`src/design/mpsd_defines.vh`:
```
// mpsd_defines.vh: constants for the mains power switch driver.
// assumes inclusion by bare name from design files only.
`ifndef MPSD_DEFINES_VH
`define MPSD_DEFINES_VH

// driver control register field positions
`define MPSD_CTL_POL_BIT 0
`define MPSD_CTL_MODE_LO 2
`define MPSD_CTL_MODE_HI 3
`define MPSD_CTL_CLOCK_SOURCE_SELECT_BIT 4
`define MPSD_CTL_RUN_BIT 5
`define MPSD_CTL_MERGE_BIT 6
`define MPSD_CTL_SET_BIT 7
// interrupt config register field positions
`define MPSD_INT_SEL_LO 3
`define MPSD_INT_SEL_HI 5
// modes
`define MPSD_MODE_PWM 2'h0
`define MPSD_MODE_BURST 2'h1
// interrupt select codes (bits 4:3 of the field): bit 4 unmasks rise, bit 3 fall
`define MPSD_INT_NONE 2'h0
`define MPSD_INT_RISE 2'h2
`define MPSD_INT_FALL 2'h1
`define MPSD_INT_BOTH 2'h3
// last count of the period in prescaled ticks
`define MPSD_PERIOD_LAST 8'hfe
`define MPSD_DUTY_FULL 8'hff
// reset values
`define MPSD_CTL_RESET 8'h00
`define MPSD_CNT_RESET 8'h00

`endif

```
`src/design/mpsd_sync.v`:
```
// mpsd_sync.v: two-flop synchroniser with rising/falling edge pulses.
// assumes an asynchronous pin input and one system clock.
`timescale 1ns/100ps
`default_nettype none
module mpsd_sync (
  input wire i_clk,
  input wire i_reset_n,
  input wire i_pin,
  output wire o_level,
  output wire o_rise,
  output wire o_fall
);
  reg meta_r;
  reg sync_r;
  reg last_r;
  always @(posedge i_clk) begin
    if (!i_reset_n) begin
      meta_r <= 1'b0;
      sync_r <= 1'b0;
      last_r <= 1'b0;
    end else begin
      meta_r <= i_pin;
      sync_r <= meta_r;
      last_r <= sync_r;
    end
  end
  assign o_level = sync_r;
  assign o_rise = sync_r & ~last_r;
  assign o_fall = ~sync_r & last_r;
endmodule
`default_nettype wire

```
`src/design/mpsd_top.v`:
```
// mpsd_top.v: mains power switch driver, pwm and burst modes.
// assumes control bits held by the processor as plain ports, one clock.
`timescale 1ns/100ps
`default_nettype none
`include "mpsd_defines.vh"
module mpsd_top #(
  parameter PRESC_W = 16,
  parameter WIDTH_W = 16
) (
  input wire i_clk,
  input wire i_reset_n,
  input wire [7:0] i_driver_control_reg,
  input wire [7:0] i_prescaler_low_reg,
  input wire [7:0] i_prescaler_high_reg,
  input wire [7:0] i_duty_value_reg,
  input wire [7:0] i_interrupt_config_reg,
  input wire [WIDTH_W-1:0] i_pulse_width,
  input wire i_mains_sync_a,
  input wire i_mains_sync_b,
  output reg o_power_switch_output,
  output reg o_power_switch_oe_n,
  output reg o_int_rise,
  output reg o_int_fall,
  output reg [7:0] o_count
);
  ////////////////////////////////////////////////////////////////////
  localparam ST_IDLE = 3'b001;
  localparam ST_RUN = 3'b010;
  localparam ST_HOLD = 3'b100;

  wire driver_set_bit = i_driver_control_reg[`MPSD_CTL_SET_BIT];
  wire counter_run_bit = i_driver_control_reg[`MPSD_CTL_RUN_BIT];
  wire clock_source_select = i_driver_control_reg[`MPSD_CTL_CLOCK_SOURCE_SELECT_BIT];
  wire merge_b = i_driver_control_reg[`MPSD_CTL_MERGE_BIT];
  wire pol = i_driver_control_reg[`MPSD_CTL_POL_BIT];
  wire [1:0] mode = i_driver_control_reg[`MPSD_CTL_MODE_HI:`MPSD_CTL_MODE_LO];
  wire [1:0] interrupt_select = i_interrupt_config_reg[`MPSD_INT_SEL_HI-1:`MPSD_INT_SEL_LO];
  wire [PRESC_W-1:0] presc_n = {i_prescaler_high_reg, i_prescaler_low_reg};

  wire a_lvl, a_rise, a_fall;
  wire b_lvl, b_rise, b_fall;
  mpsd_sync u_sync_a (
    .i_clk(i_clk),
    .i_reset_n(i_reset_n),
    .i_pin(i_mains_sync_a),
    .o_level(a_lvl),
    .o_rise(a_rise),
    .o_fall(a_fall)
  );
  mpsd_sync u_sync_b (
    .i_clk(i_clk),
    .i_reset_n(i_reset_n),
    .i_pin(i_mains_sync_b),
    .o_level(b_lvl),
    .o_rise(b_rise),
    .o_fall(b_fall)
  );

  ////////////////////////////////////////////////////////////////////
  // prescaler input: every master cycle, or each mains a rising edge
  wire src_tick = clock_source_select ? a_rise : 1'b1;
  wire is_pwm = (mode == `MPSD_MODE_PWM);
  wire is_burst = (mode == `MPSD_MODE_BURST);
  wire active = driver_set_bit & counter_run_bit & ~mode[1];

  reg [2:0] state_r;
  reg [PRESC_W-1:0] presc_r;
  reg [7:0] cnt_r;
  reg [7:0] duty_r;
  reg tb_r;
  reg first_r;
  reg [WIDTH_W-1:0] pw_cnt_r;
  reg pulse_r;

  // >= so a prescaler value lowered mid-count cannot stall a full 16-bit wrap
  wire tick = active & src_tick & (presc_r >= presc_n);
  wire wrap = tick & (cnt_r == `MPSD_PERIOD_LAST);

  function tb_level;
    input [7:0] c;
    input [7:0] d;
    begin
      tb_level = (d == `MPSD_DUTY_FULL) | (c < d);
    end
  endfunction

  wire [7:0] cnt_nxt = wrap ? `MPSD_CNT_RESET : cnt_r + 8'h01;
  wire tb_nxt = tb_level(tick ? cnt_nxt : cnt_r, wrap ? i_duty_value_reg : duty_r);

  ////////////////////////////////////////////////////////////////////
  always @(posedge i_clk) begin
    if (!i_reset_n || !driver_set_bit) begin
      state_r <= ST_IDLE;
      presc_r <= {PRESC_W{1'b0}};
      cnt_r <= `MPSD_CNT_RESET;
      duty_r <= 8'h00;
      tb_r <= 1'b0;
      first_r <= 1'b1;
    end else begin
      case (state_r)
        ST_IDLE: begin
          if (active) begin
            state_r <= ST_RUN;
            duty_r <= i_duty_value_reg;
          end
        end
        ST_RUN: begin
          if (!active) begin
            state_r <= ST_HOLD;
          end
          if (active & src_tick) begin
            presc_r <= tick ? {PRESC_W{1'b0}} : presc_r + 1'b1;
          end
          if (tick) begin
            cnt_r <= cnt_nxt;
          end
          if (wrap) begin
            duty_r <= i_duty_value_reg;
            first_r <= 1'b0;
          end
          if (state_r == ST_RUN && active) begin
            tb_r <= tb_nxt;
          end
        end
        ST_HOLD: begin
          if (active) begin
            state_r <= ST_RUN;
          end
        end
        default: state_r <= ST_IDLE;
      endcase
    end
  end

  ////////////////////////////////////////////////////////////////////
  // interrupts from period signal edges; first period suppressed
  wire tb_edge_r = ~tb_r & tb_nxt;
  wire tb_edge_f = tb_r & ~tb_nxt;
  wire run_now = (state_r == ST_RUN) & active;
  // duty 0 or 255 has no edges: both pulse together at each wrap
  wire flat = (duty_r == 8'h00) | (duty_r == `MPSD_DUTY_FULL);
  // the start edge is dropped, the edge at the first wrap is one period in
  wire ev_r = run_now & (flat ? wrap : (tb_edge_r & (~first_r | wrap)));
  wire ev_f = run_now & (flat ? wrap : (tb_edge_f & ~first_r));

  always @(posedge i_clk) begin
    if (!i_reset_n || !driver_set_bit) begin
      o_int_rise <= 1'b0;
      o_int_fall <= 1'b0;
    end else begin
      // one master clock cycle each
      o_int_rise <= ev_r & interrupt_select[1];
      o_int_fall <= ev_f & interrupt_select[0];
    end
  end

  ////////////////////////////////////////////////////////////////////
  // burst: pulse on mains a rising and mains b falling (mains a falling if merge_b is set) while tb high
  wire b_fall_eff = merge_b ? a_fall : b_fall;
  wire zc = a_rise | b_fall_eff;
  wire fire = is_burst & run_now & tb_r & zc;

  always @(posedge i_clk) begin
    if (!i_reset_n || !driver_set_bit) begin
      pw_cnt_r <= {WIDTH_W{1'b0}};
      pulse_r <= 1'b0;
    end else if (fire && i_pulse_width != {WIDTH_W{1'b0}}) begin
      pw_cnt_r <= i_pulse_width - 1'b1;
      pulse_r <= 1'b1;
    end else if (pw_cnt_r != {WIDTH_W{1'b0}}) begin
      pw_cnt_r <= pw_cnt_r - 1'b1;
    end else begin
      pulse_r <= 1'b0;
    end
  end

  ////////////////////////////////////////////////////////////////////
  always @(posedge i_clk) begin
    if (!i_reset_n) begin
      o_power_switch_output <= 1'b0;
      o_power_switch_oe_n <= 1'b1;
      o_count <= 8'h00;
    end else begin
      o_power_switch_oe_n <= ~driver_set_bit;
      o_count <= cnt_r;
      if (!driver_set_bit) begin
        o_power_switch_output <= 1'b0;
      end else if (is_pwm) begin
        o_power_switch_output <= tb_r;
      end else if (is_burst) begin
        o_power_switch_output <= pulse_r ^ pol;
      end else begin
        o_power_switch_output <= pol;
      end
    end
  end

  // unused level outputs and mains b rise pulse of the synchronisers
  wire unused_ok = a_lvl ^ b_lvl ^ b_rise;
endmodule
`default_nettype wire

```
`config.mk`:
```
export PLATFORM = sky130hd
export DESIGN_NAME = mpsd_top
export DESIGN_NICKNAME = d
export VERILOG_FILES = /design/src/design/mpsd_sync.v /design/src/design/mpsd_top.v
export VERILOG_INCLUDE_DIRS = /design/src /design/src/design
export SDC_FILE = /design/constraint.sdc
export NUM_CORES = 1
export LEC_CHECK = 0
export ABC_AREA = 1
export BUFFER_PORTS_ARGS = -buffer_cell sky130_fd_sc_hd__buf_2
export CORE_ASPECT_RATIO = 0.8
export CORE_MARGIN = 10
export CORE_UTILIZATION = 57
export DETAILED_ROUTE_END_ITERATION = 6
export PLACE_DENSITY = 0.79
export SLEW_MARGIN = 30
export SYNTH_ARGS = -nofsm -noshare
export SYNTH_HDL_FRONTEND = slang
export SYNTH_SLANG_ARGS = --single-unit
```
`constraint.sdc`:
```
create_clock -name i_clk -period 3.9 [get_ports i_clk]
set_input_delay 0 -clock i_clk [delete_from_list [all_inputs] [get_ports i_clk]]
set_output_delay 0 -clock i_clk [all_outputs]
set_load 0.01 [all_outputs]
```
After elaboration in Yosys (flattened, before gate mapping)
Cells that the tools add are included.
- mux-type cells: 19
- add/subtract/negate cells: 4
- reduce and logical (&&, ||, !) cells: 18
- magnitude comparators: 2
- bitwise operators: 33
- equal/unequal tests: 11
- operators by type and width (operator ; number):
    2-to-1 mux 16 bit ; 3
    2-to-1 mux 8 bit ; 4
    nonzero test 16 bit ; 2
    subtractor 16 x 1 -> 16 bit (second input constant) ; 2
    == test 8 bit (second input constant) ; 3
    bitwise AND 1 bit ; 20
    adder 16 x 1 -> 16 bit (second input constant) ; 1
    >= comparator 16 bit ; 1
    case mux 8 bit (2 select lines) ; 1
    AND reduction 2 bit ; 6
    adder 8 x 1 -> 8 bit (second input constant) ; 1
    logical NOT 8 bit ; 1
    < comparator 8 bit ; 1
    2-to-1 mux 1 bit ; 8
    inverter 1 bit ; 8
    2-to-1 mux 3 bit ; 2
    != test 2 bit (second input constant) ; 3
    case mux 3 bit (2 select lines) ; 1
    OR 1 bit ; 4
    nonzero test 2 bit ; 2
    == test 3 x 1 -> 1 bit (second input constant) ; 1
    == test 3 x 2 -> 1 bit (second input constant) ; 1
    == test 3 bit (second input constant) ; 1
    == test 2 x 1 -> 1 bit (second input constant) ; 1
    7 further kinds ; 9
- logic and storage cells: 106
- bits of input ports: 60
- bits in registers: 72
- output and inout port bits: 12

Longest topological paths before layout
- depth in word-level cells: 16
- depth in mapped cells: 29
- depth with buffers taken out: 29

By module
From an unflattened synthesis, not the netlist that was laid out.
- cells, all modules: 632
- area total of the unflattened synthesis: 4287.9 um2
- modules (own cells, without submodules) (module ; area each (um2) ; cells each ; seq. area each (um2) ; times used):
    mpsd_top ; 4087.7 ; 606 ; 1321.3 ; 1
    mpsd_sync ; 100.1 ; 13 ; 60.1 ; 2

Worst setup path after synthesis
No wires, ideal clock.
- kind: register to register
- start point: reg presc_r[0]
- end point: reg o_int_rise
- path buffers: 0
- stages on the path, launching flop included: 26
- library setup time: 70 ps
- data required time: 3830 ps
- period minus slack after synthesis: 2851 ps
- path slack: 1049 ps
- arrival time: 2781 ps
- cell sequence: dfxtp_1 -> inv_1 -> ha_1 -> nand2_1 -> nor2_1 -> nor2_1 -> nand2_1 -> nand2_1 -> nand2_1 -> nand2_1 -> nand2_1 -> nand2_1 -> inv_1 -> nand4_1 -> nor3_1 -> nand2_1 -> o21ai_0 -> a21oi_1 -> ha_1 -> nand2_1 -> nor2_1 -> a211oi_1 -> nand2_1 -> nand2_1 -> nand2_1 -> a21oi_1
- word-level cells in the longest chain between the ends: 12
- elaborated cells on any way between the ends: 15
- those cells by class: order compare: 2; eq/ne: 1; mux: 4; bitwise: 8
- RTL lines (item ; line ; RTL):
    start, declared ; mpsd_top.v:67 ; reg [PRESC_W-1:0] presc_r;
    start signal, assigned ; mpsd_top.v:94 ; presc_r <= {PRESC_W{1'b0}};
    start signal, assigned ; mpsd_top.v:112 ; presc_r <= tick ? {PRESC_W{1'b0}} : presc_r + 1'b1;
    >= comparator 16 bit (*) ; mpsd_top.v:76 ; wire tick = active & src_tick & (presc_r >= presc_n);
    bitwise AND 1 bit (*) ; mpsd_top.v:76 ;
    bitwise AND 1 bit ; mpsd_top.v:77 ; wire wrap = tick & (cnt_r == `MPSD_PERIOD_LAST);
    2-to-1 mux 8 bit ; mpsd_top.v:87 ; wire [7:0] cnt_nxt = wrap ? `MPSD_CNT_RESET : cnt_r + 8'h01;
    2-to-1 mux 8 bit ; - ;
    < comparator 8 bit ; mpsd_top.v:83 ; tb_level = (d == `MPSD_DUTY_FULL) | (c < d);
    OR 1 bit ; mpsd_top.v:83 ;
    bitwise AND 1 bit ; mpsd_top.v:137 ; wire tb_edge_r = ~tb_r & tb_nxt;
    bitwise AND 1 bit ; mpsd_top.v:143 ; wire ev_r = run_now & (flat ? wrap : (tb_edge_r & (~first_r | wrap)));
    2-to-1 mux 1 bit (*) ; mpsd_top.v:143 ;
    bitwise AND 1 bit (*) ; mpsd_top.v:143 ;
    bitwise AND 1 bit (*) ; mpsd_top.v:152 ; o_int_rise <= ev_r & interrupt_select[1];
    end signal, assigned ; mpsd_top.v:152 ;
    end, declared ; mpsd_top.v:22 ; output reg o_int_rise,
Every way passes the cells marked *; elsewhere a longest branch is shown, timed or not.
A chain may end at the register's enable or synchronous reset.

Worst setup path after layout
Ends and elaborated chain as after synthesis.

==> summary.txt <==
Status: completed
Routed met1 length: 4.76 mm
Final period util: 86.4%
Fin nets: 814
Number of diodes: 0
Routed WL: 10.9 mm
Share of cells above drive strength 1: 16.0%
Global-route wire length before repair: 18.6 mm
WL/cell: 13.2 µm
RSZ-0062 raised after global routing: no
Avg Cell Area, Syn: 6.69 µm²
Worst Hold Margin: 0.0278 ns
Max frequency: 297 MHz
Gr usage total: 19.4%
Synth Area in Simple Gates: 32.5%
Crit path DAT: 3.65 ns
XOR/XNOR Fraction of Synth Area: 1.02%
Largest family of logic cells by synthesized area: simple AND/OR/NAND/NOR gates
Routability congestion estimate from global placement: 0.934
CTS tree: done
Remaining DRCs: 0
CTS clock-pin slew for the worst setup and hold paths: 0.08 ns
Cell Pwr Density: 470 nW/µm²
Largest net degree at the start of global routing: 24
Drt first pass iters: 5
GR Overflow Total: 0
Antenna violations before repair: 0
Largest cells by area after synthesis: dfxtp_1 (34%), nand2_1 (14%), inv_1 (9.6%)
Leading cell types by count after synthesis: nand2_1 (161), inv_1 (110), dfxtp_1 (72)
Clock tree sinks: 72
Synth Area in Adders: 7.87%
Final Skew: 0.0151 ns
Synth top area share: 33.6%
#FFs+latches synth: 72
Leading area contributor after synthesis: dfxtp_1
CTS Root Cell: clkbuf_8
Net count after synthesis: 728
Max H-tree Level: 3
IO Pins: 72
Vias: 4397
Top sig layer: met4
Most numerous cell in the Yosys netlist: nand2_1
Setup Crit Path Kind: reg2reg
Post-synthesis mux area share: 0%
Antenna Nets Post-Route: 0
Rows: 28
Ys flop type: dfxtp_1
CP endpoint kind: register
Crit path time final: 3.37 ns
Sequential area share after synthesis: 33.6%
Die Y: 97.6 µm
Final setup fails: 0
Synth Area in Compound Gates: 13.3%
Final core area utilization: 69.3%
Die W: 117 µm
Number of CTS-inserted buffers: 9
DPL Wire Length: 8.31 mm
Setup TNS: 0 ns
Critical Path RT: 4.18 ns
Max cap viols: 0
DR WL met2: 5.25 mm
Starting Density: 58.3%
Worst Hold Class: in2reg
Endpoints failing hold: 0
Post-synth ARST share: 0%
Least-Margin Pin Slew: 0.572 ns
IO buf count: 64
Vias in the first global route: 4321
Number of distinct library cells after synthesis: 40
Synthesis Warnings: 0
Slew headroom: 61.7%
Reg2Reg Setup Slack: 0.53 ns
Max-slew violations: 0
Full die area: 11400 µm²
Post-synth EDFFs: 0
Iter 0 DRT Violations: 258
Total core area: 7360 µm²
Leakage: 2.53 nW
Synthesized instance count: 641
CP Max Fanout: 9
Vias per cell: 5.35
Area grow syn2layout: 18.8%
CP startpoint kind: register
DR WL met3: 714 µm
Resize count post-CTS: 0
Tot Pwr: 2.40 mW
Max Buffers Root-to-Sink: 2
Max VDD drop: 0.243 mV
Clk_lat worst skew: 0.35 ns
Mapped cell area: 4290 µm²
## cell type report
class | instances | area (µm²)
Sequential cell | 72 | 1440
Timing Repair Buffer | 88 | 546
Multi-Input combinational cell | 437 | 2350
Inverter | 119 | 447
Tap cell | 90 | 113
Clock inverter | 7 | 77.6
Fill cell | 672 | 2260
Clock buffer | 9 | 124
## cells in the final DEF, fill, tap and decap left out, drive strengths merged, types with 13 or more instances in the layout
| cell | count |
|---|---|
| inv | 119 |
| buf | 70 |
| nand3 | 33 |
| o21ai | 32 |
| nor2 | 48 |
| a21oi | 40 |
| nor4 | 13 |
| ha | 27 |
| dlygate4sd3 | 18 |
| nor3 | 20 |
| a31oi | 13 |
| dfxtp | 72 |
| nand2 | 166 |
| nand4 | 15 |
## per-layer routing
metal	track usage, %	vias up
met5	0	-
met4	6.07	0
met3	4.38	22
met2	33.3	128
met1	23.0	1987
li1	-	2260
## critical path, stage by stage, from the launching register on
cell      delay (ns)
dfxtp_1         0.35
inv_1           0.08
ha_1            0.27
nand2_1         0.05
nor2_1          0.08
nor2_1          0.05
nand2_1         0.06
nand2_1         0.05
nand2_1         0.07
nand2_1         0.05
nand2_1         0.14
nand2_1         0.22
inv_1           0.12
nand4_1         0.18
nor3_1          0.24
nand2_1         0.09
o21ai_0         0.16
a21oi_1         0.08
ha_1            0.31
nand2_1         0.09
nor2_1          0.05
a211oi_1        0.16
nand2_1         0.10
nand2_1         0.10
nand2_1         0.05
a21oi_1         0.10
## kinds of logic (layout without fill, tap and decap cells)
group | after synthesis | count (layout)
buf+inv | 132 | 223
fa+ha+maj | 27 | 27
compound gates | 101 | 101
xor+xnor | 5 | 5
simple gates | 304 | 304
flops | 72 | 72
## metrics by stage
step	cell area [µm²]	cells	setup WS [ns]
after floorplan	4290	641	1.05
after global placement	4710	788	0.644
after detailed placement	4710	788	0.591
after CTS	5090	822	0.544
after global routing	5090	822	0.0651
final	5090	822	0.530
## repair_timing
item	in CTS	in global routing
hold buffers	18	0
hold endpoints to repair	16	0
endpoints found under the setup margin	0	0
buffers inserted	0	0
## final timing paths
| kind | from | endpoint | cells after the start |
|---|---|---|---|
| worst max-delay path | presc_r[0]$_SDFFE_PN0P_ | o_int_rise$_SDFF_PN0_ | 25 |
| worst min register to register | u_sync_a.meta_r$_SDFF_PN0_ | u_sync_a.o_level$_SDFF_PN0_ | 2 |
| worst min-delay path | i_reset_n | u_sync_b.o_level$_SDFF_PN0_ | 3 |
| worst max register to register | presc_r[0]$_SDFFE_PN0P_ | o_int_rise$_SDFF_PN0_ | 25 |
## report_power, final
part	switching, mW	internal, mW
clock	0.300	0.302
sequential	0.0374	0.805
combinational	0.631	0.322
## registers in the layout, summed over array words and instances (netlist names), 3 cells and up
| signal | flops |
|---|---|
| cnt_r | 8 |
| duty_r | 8 |
| o_count | 8 |
| presc_r | 16 |
| pw_cnt_r | 16 |
| state_r | 3 |
Power figures use the tool's default switching activity.
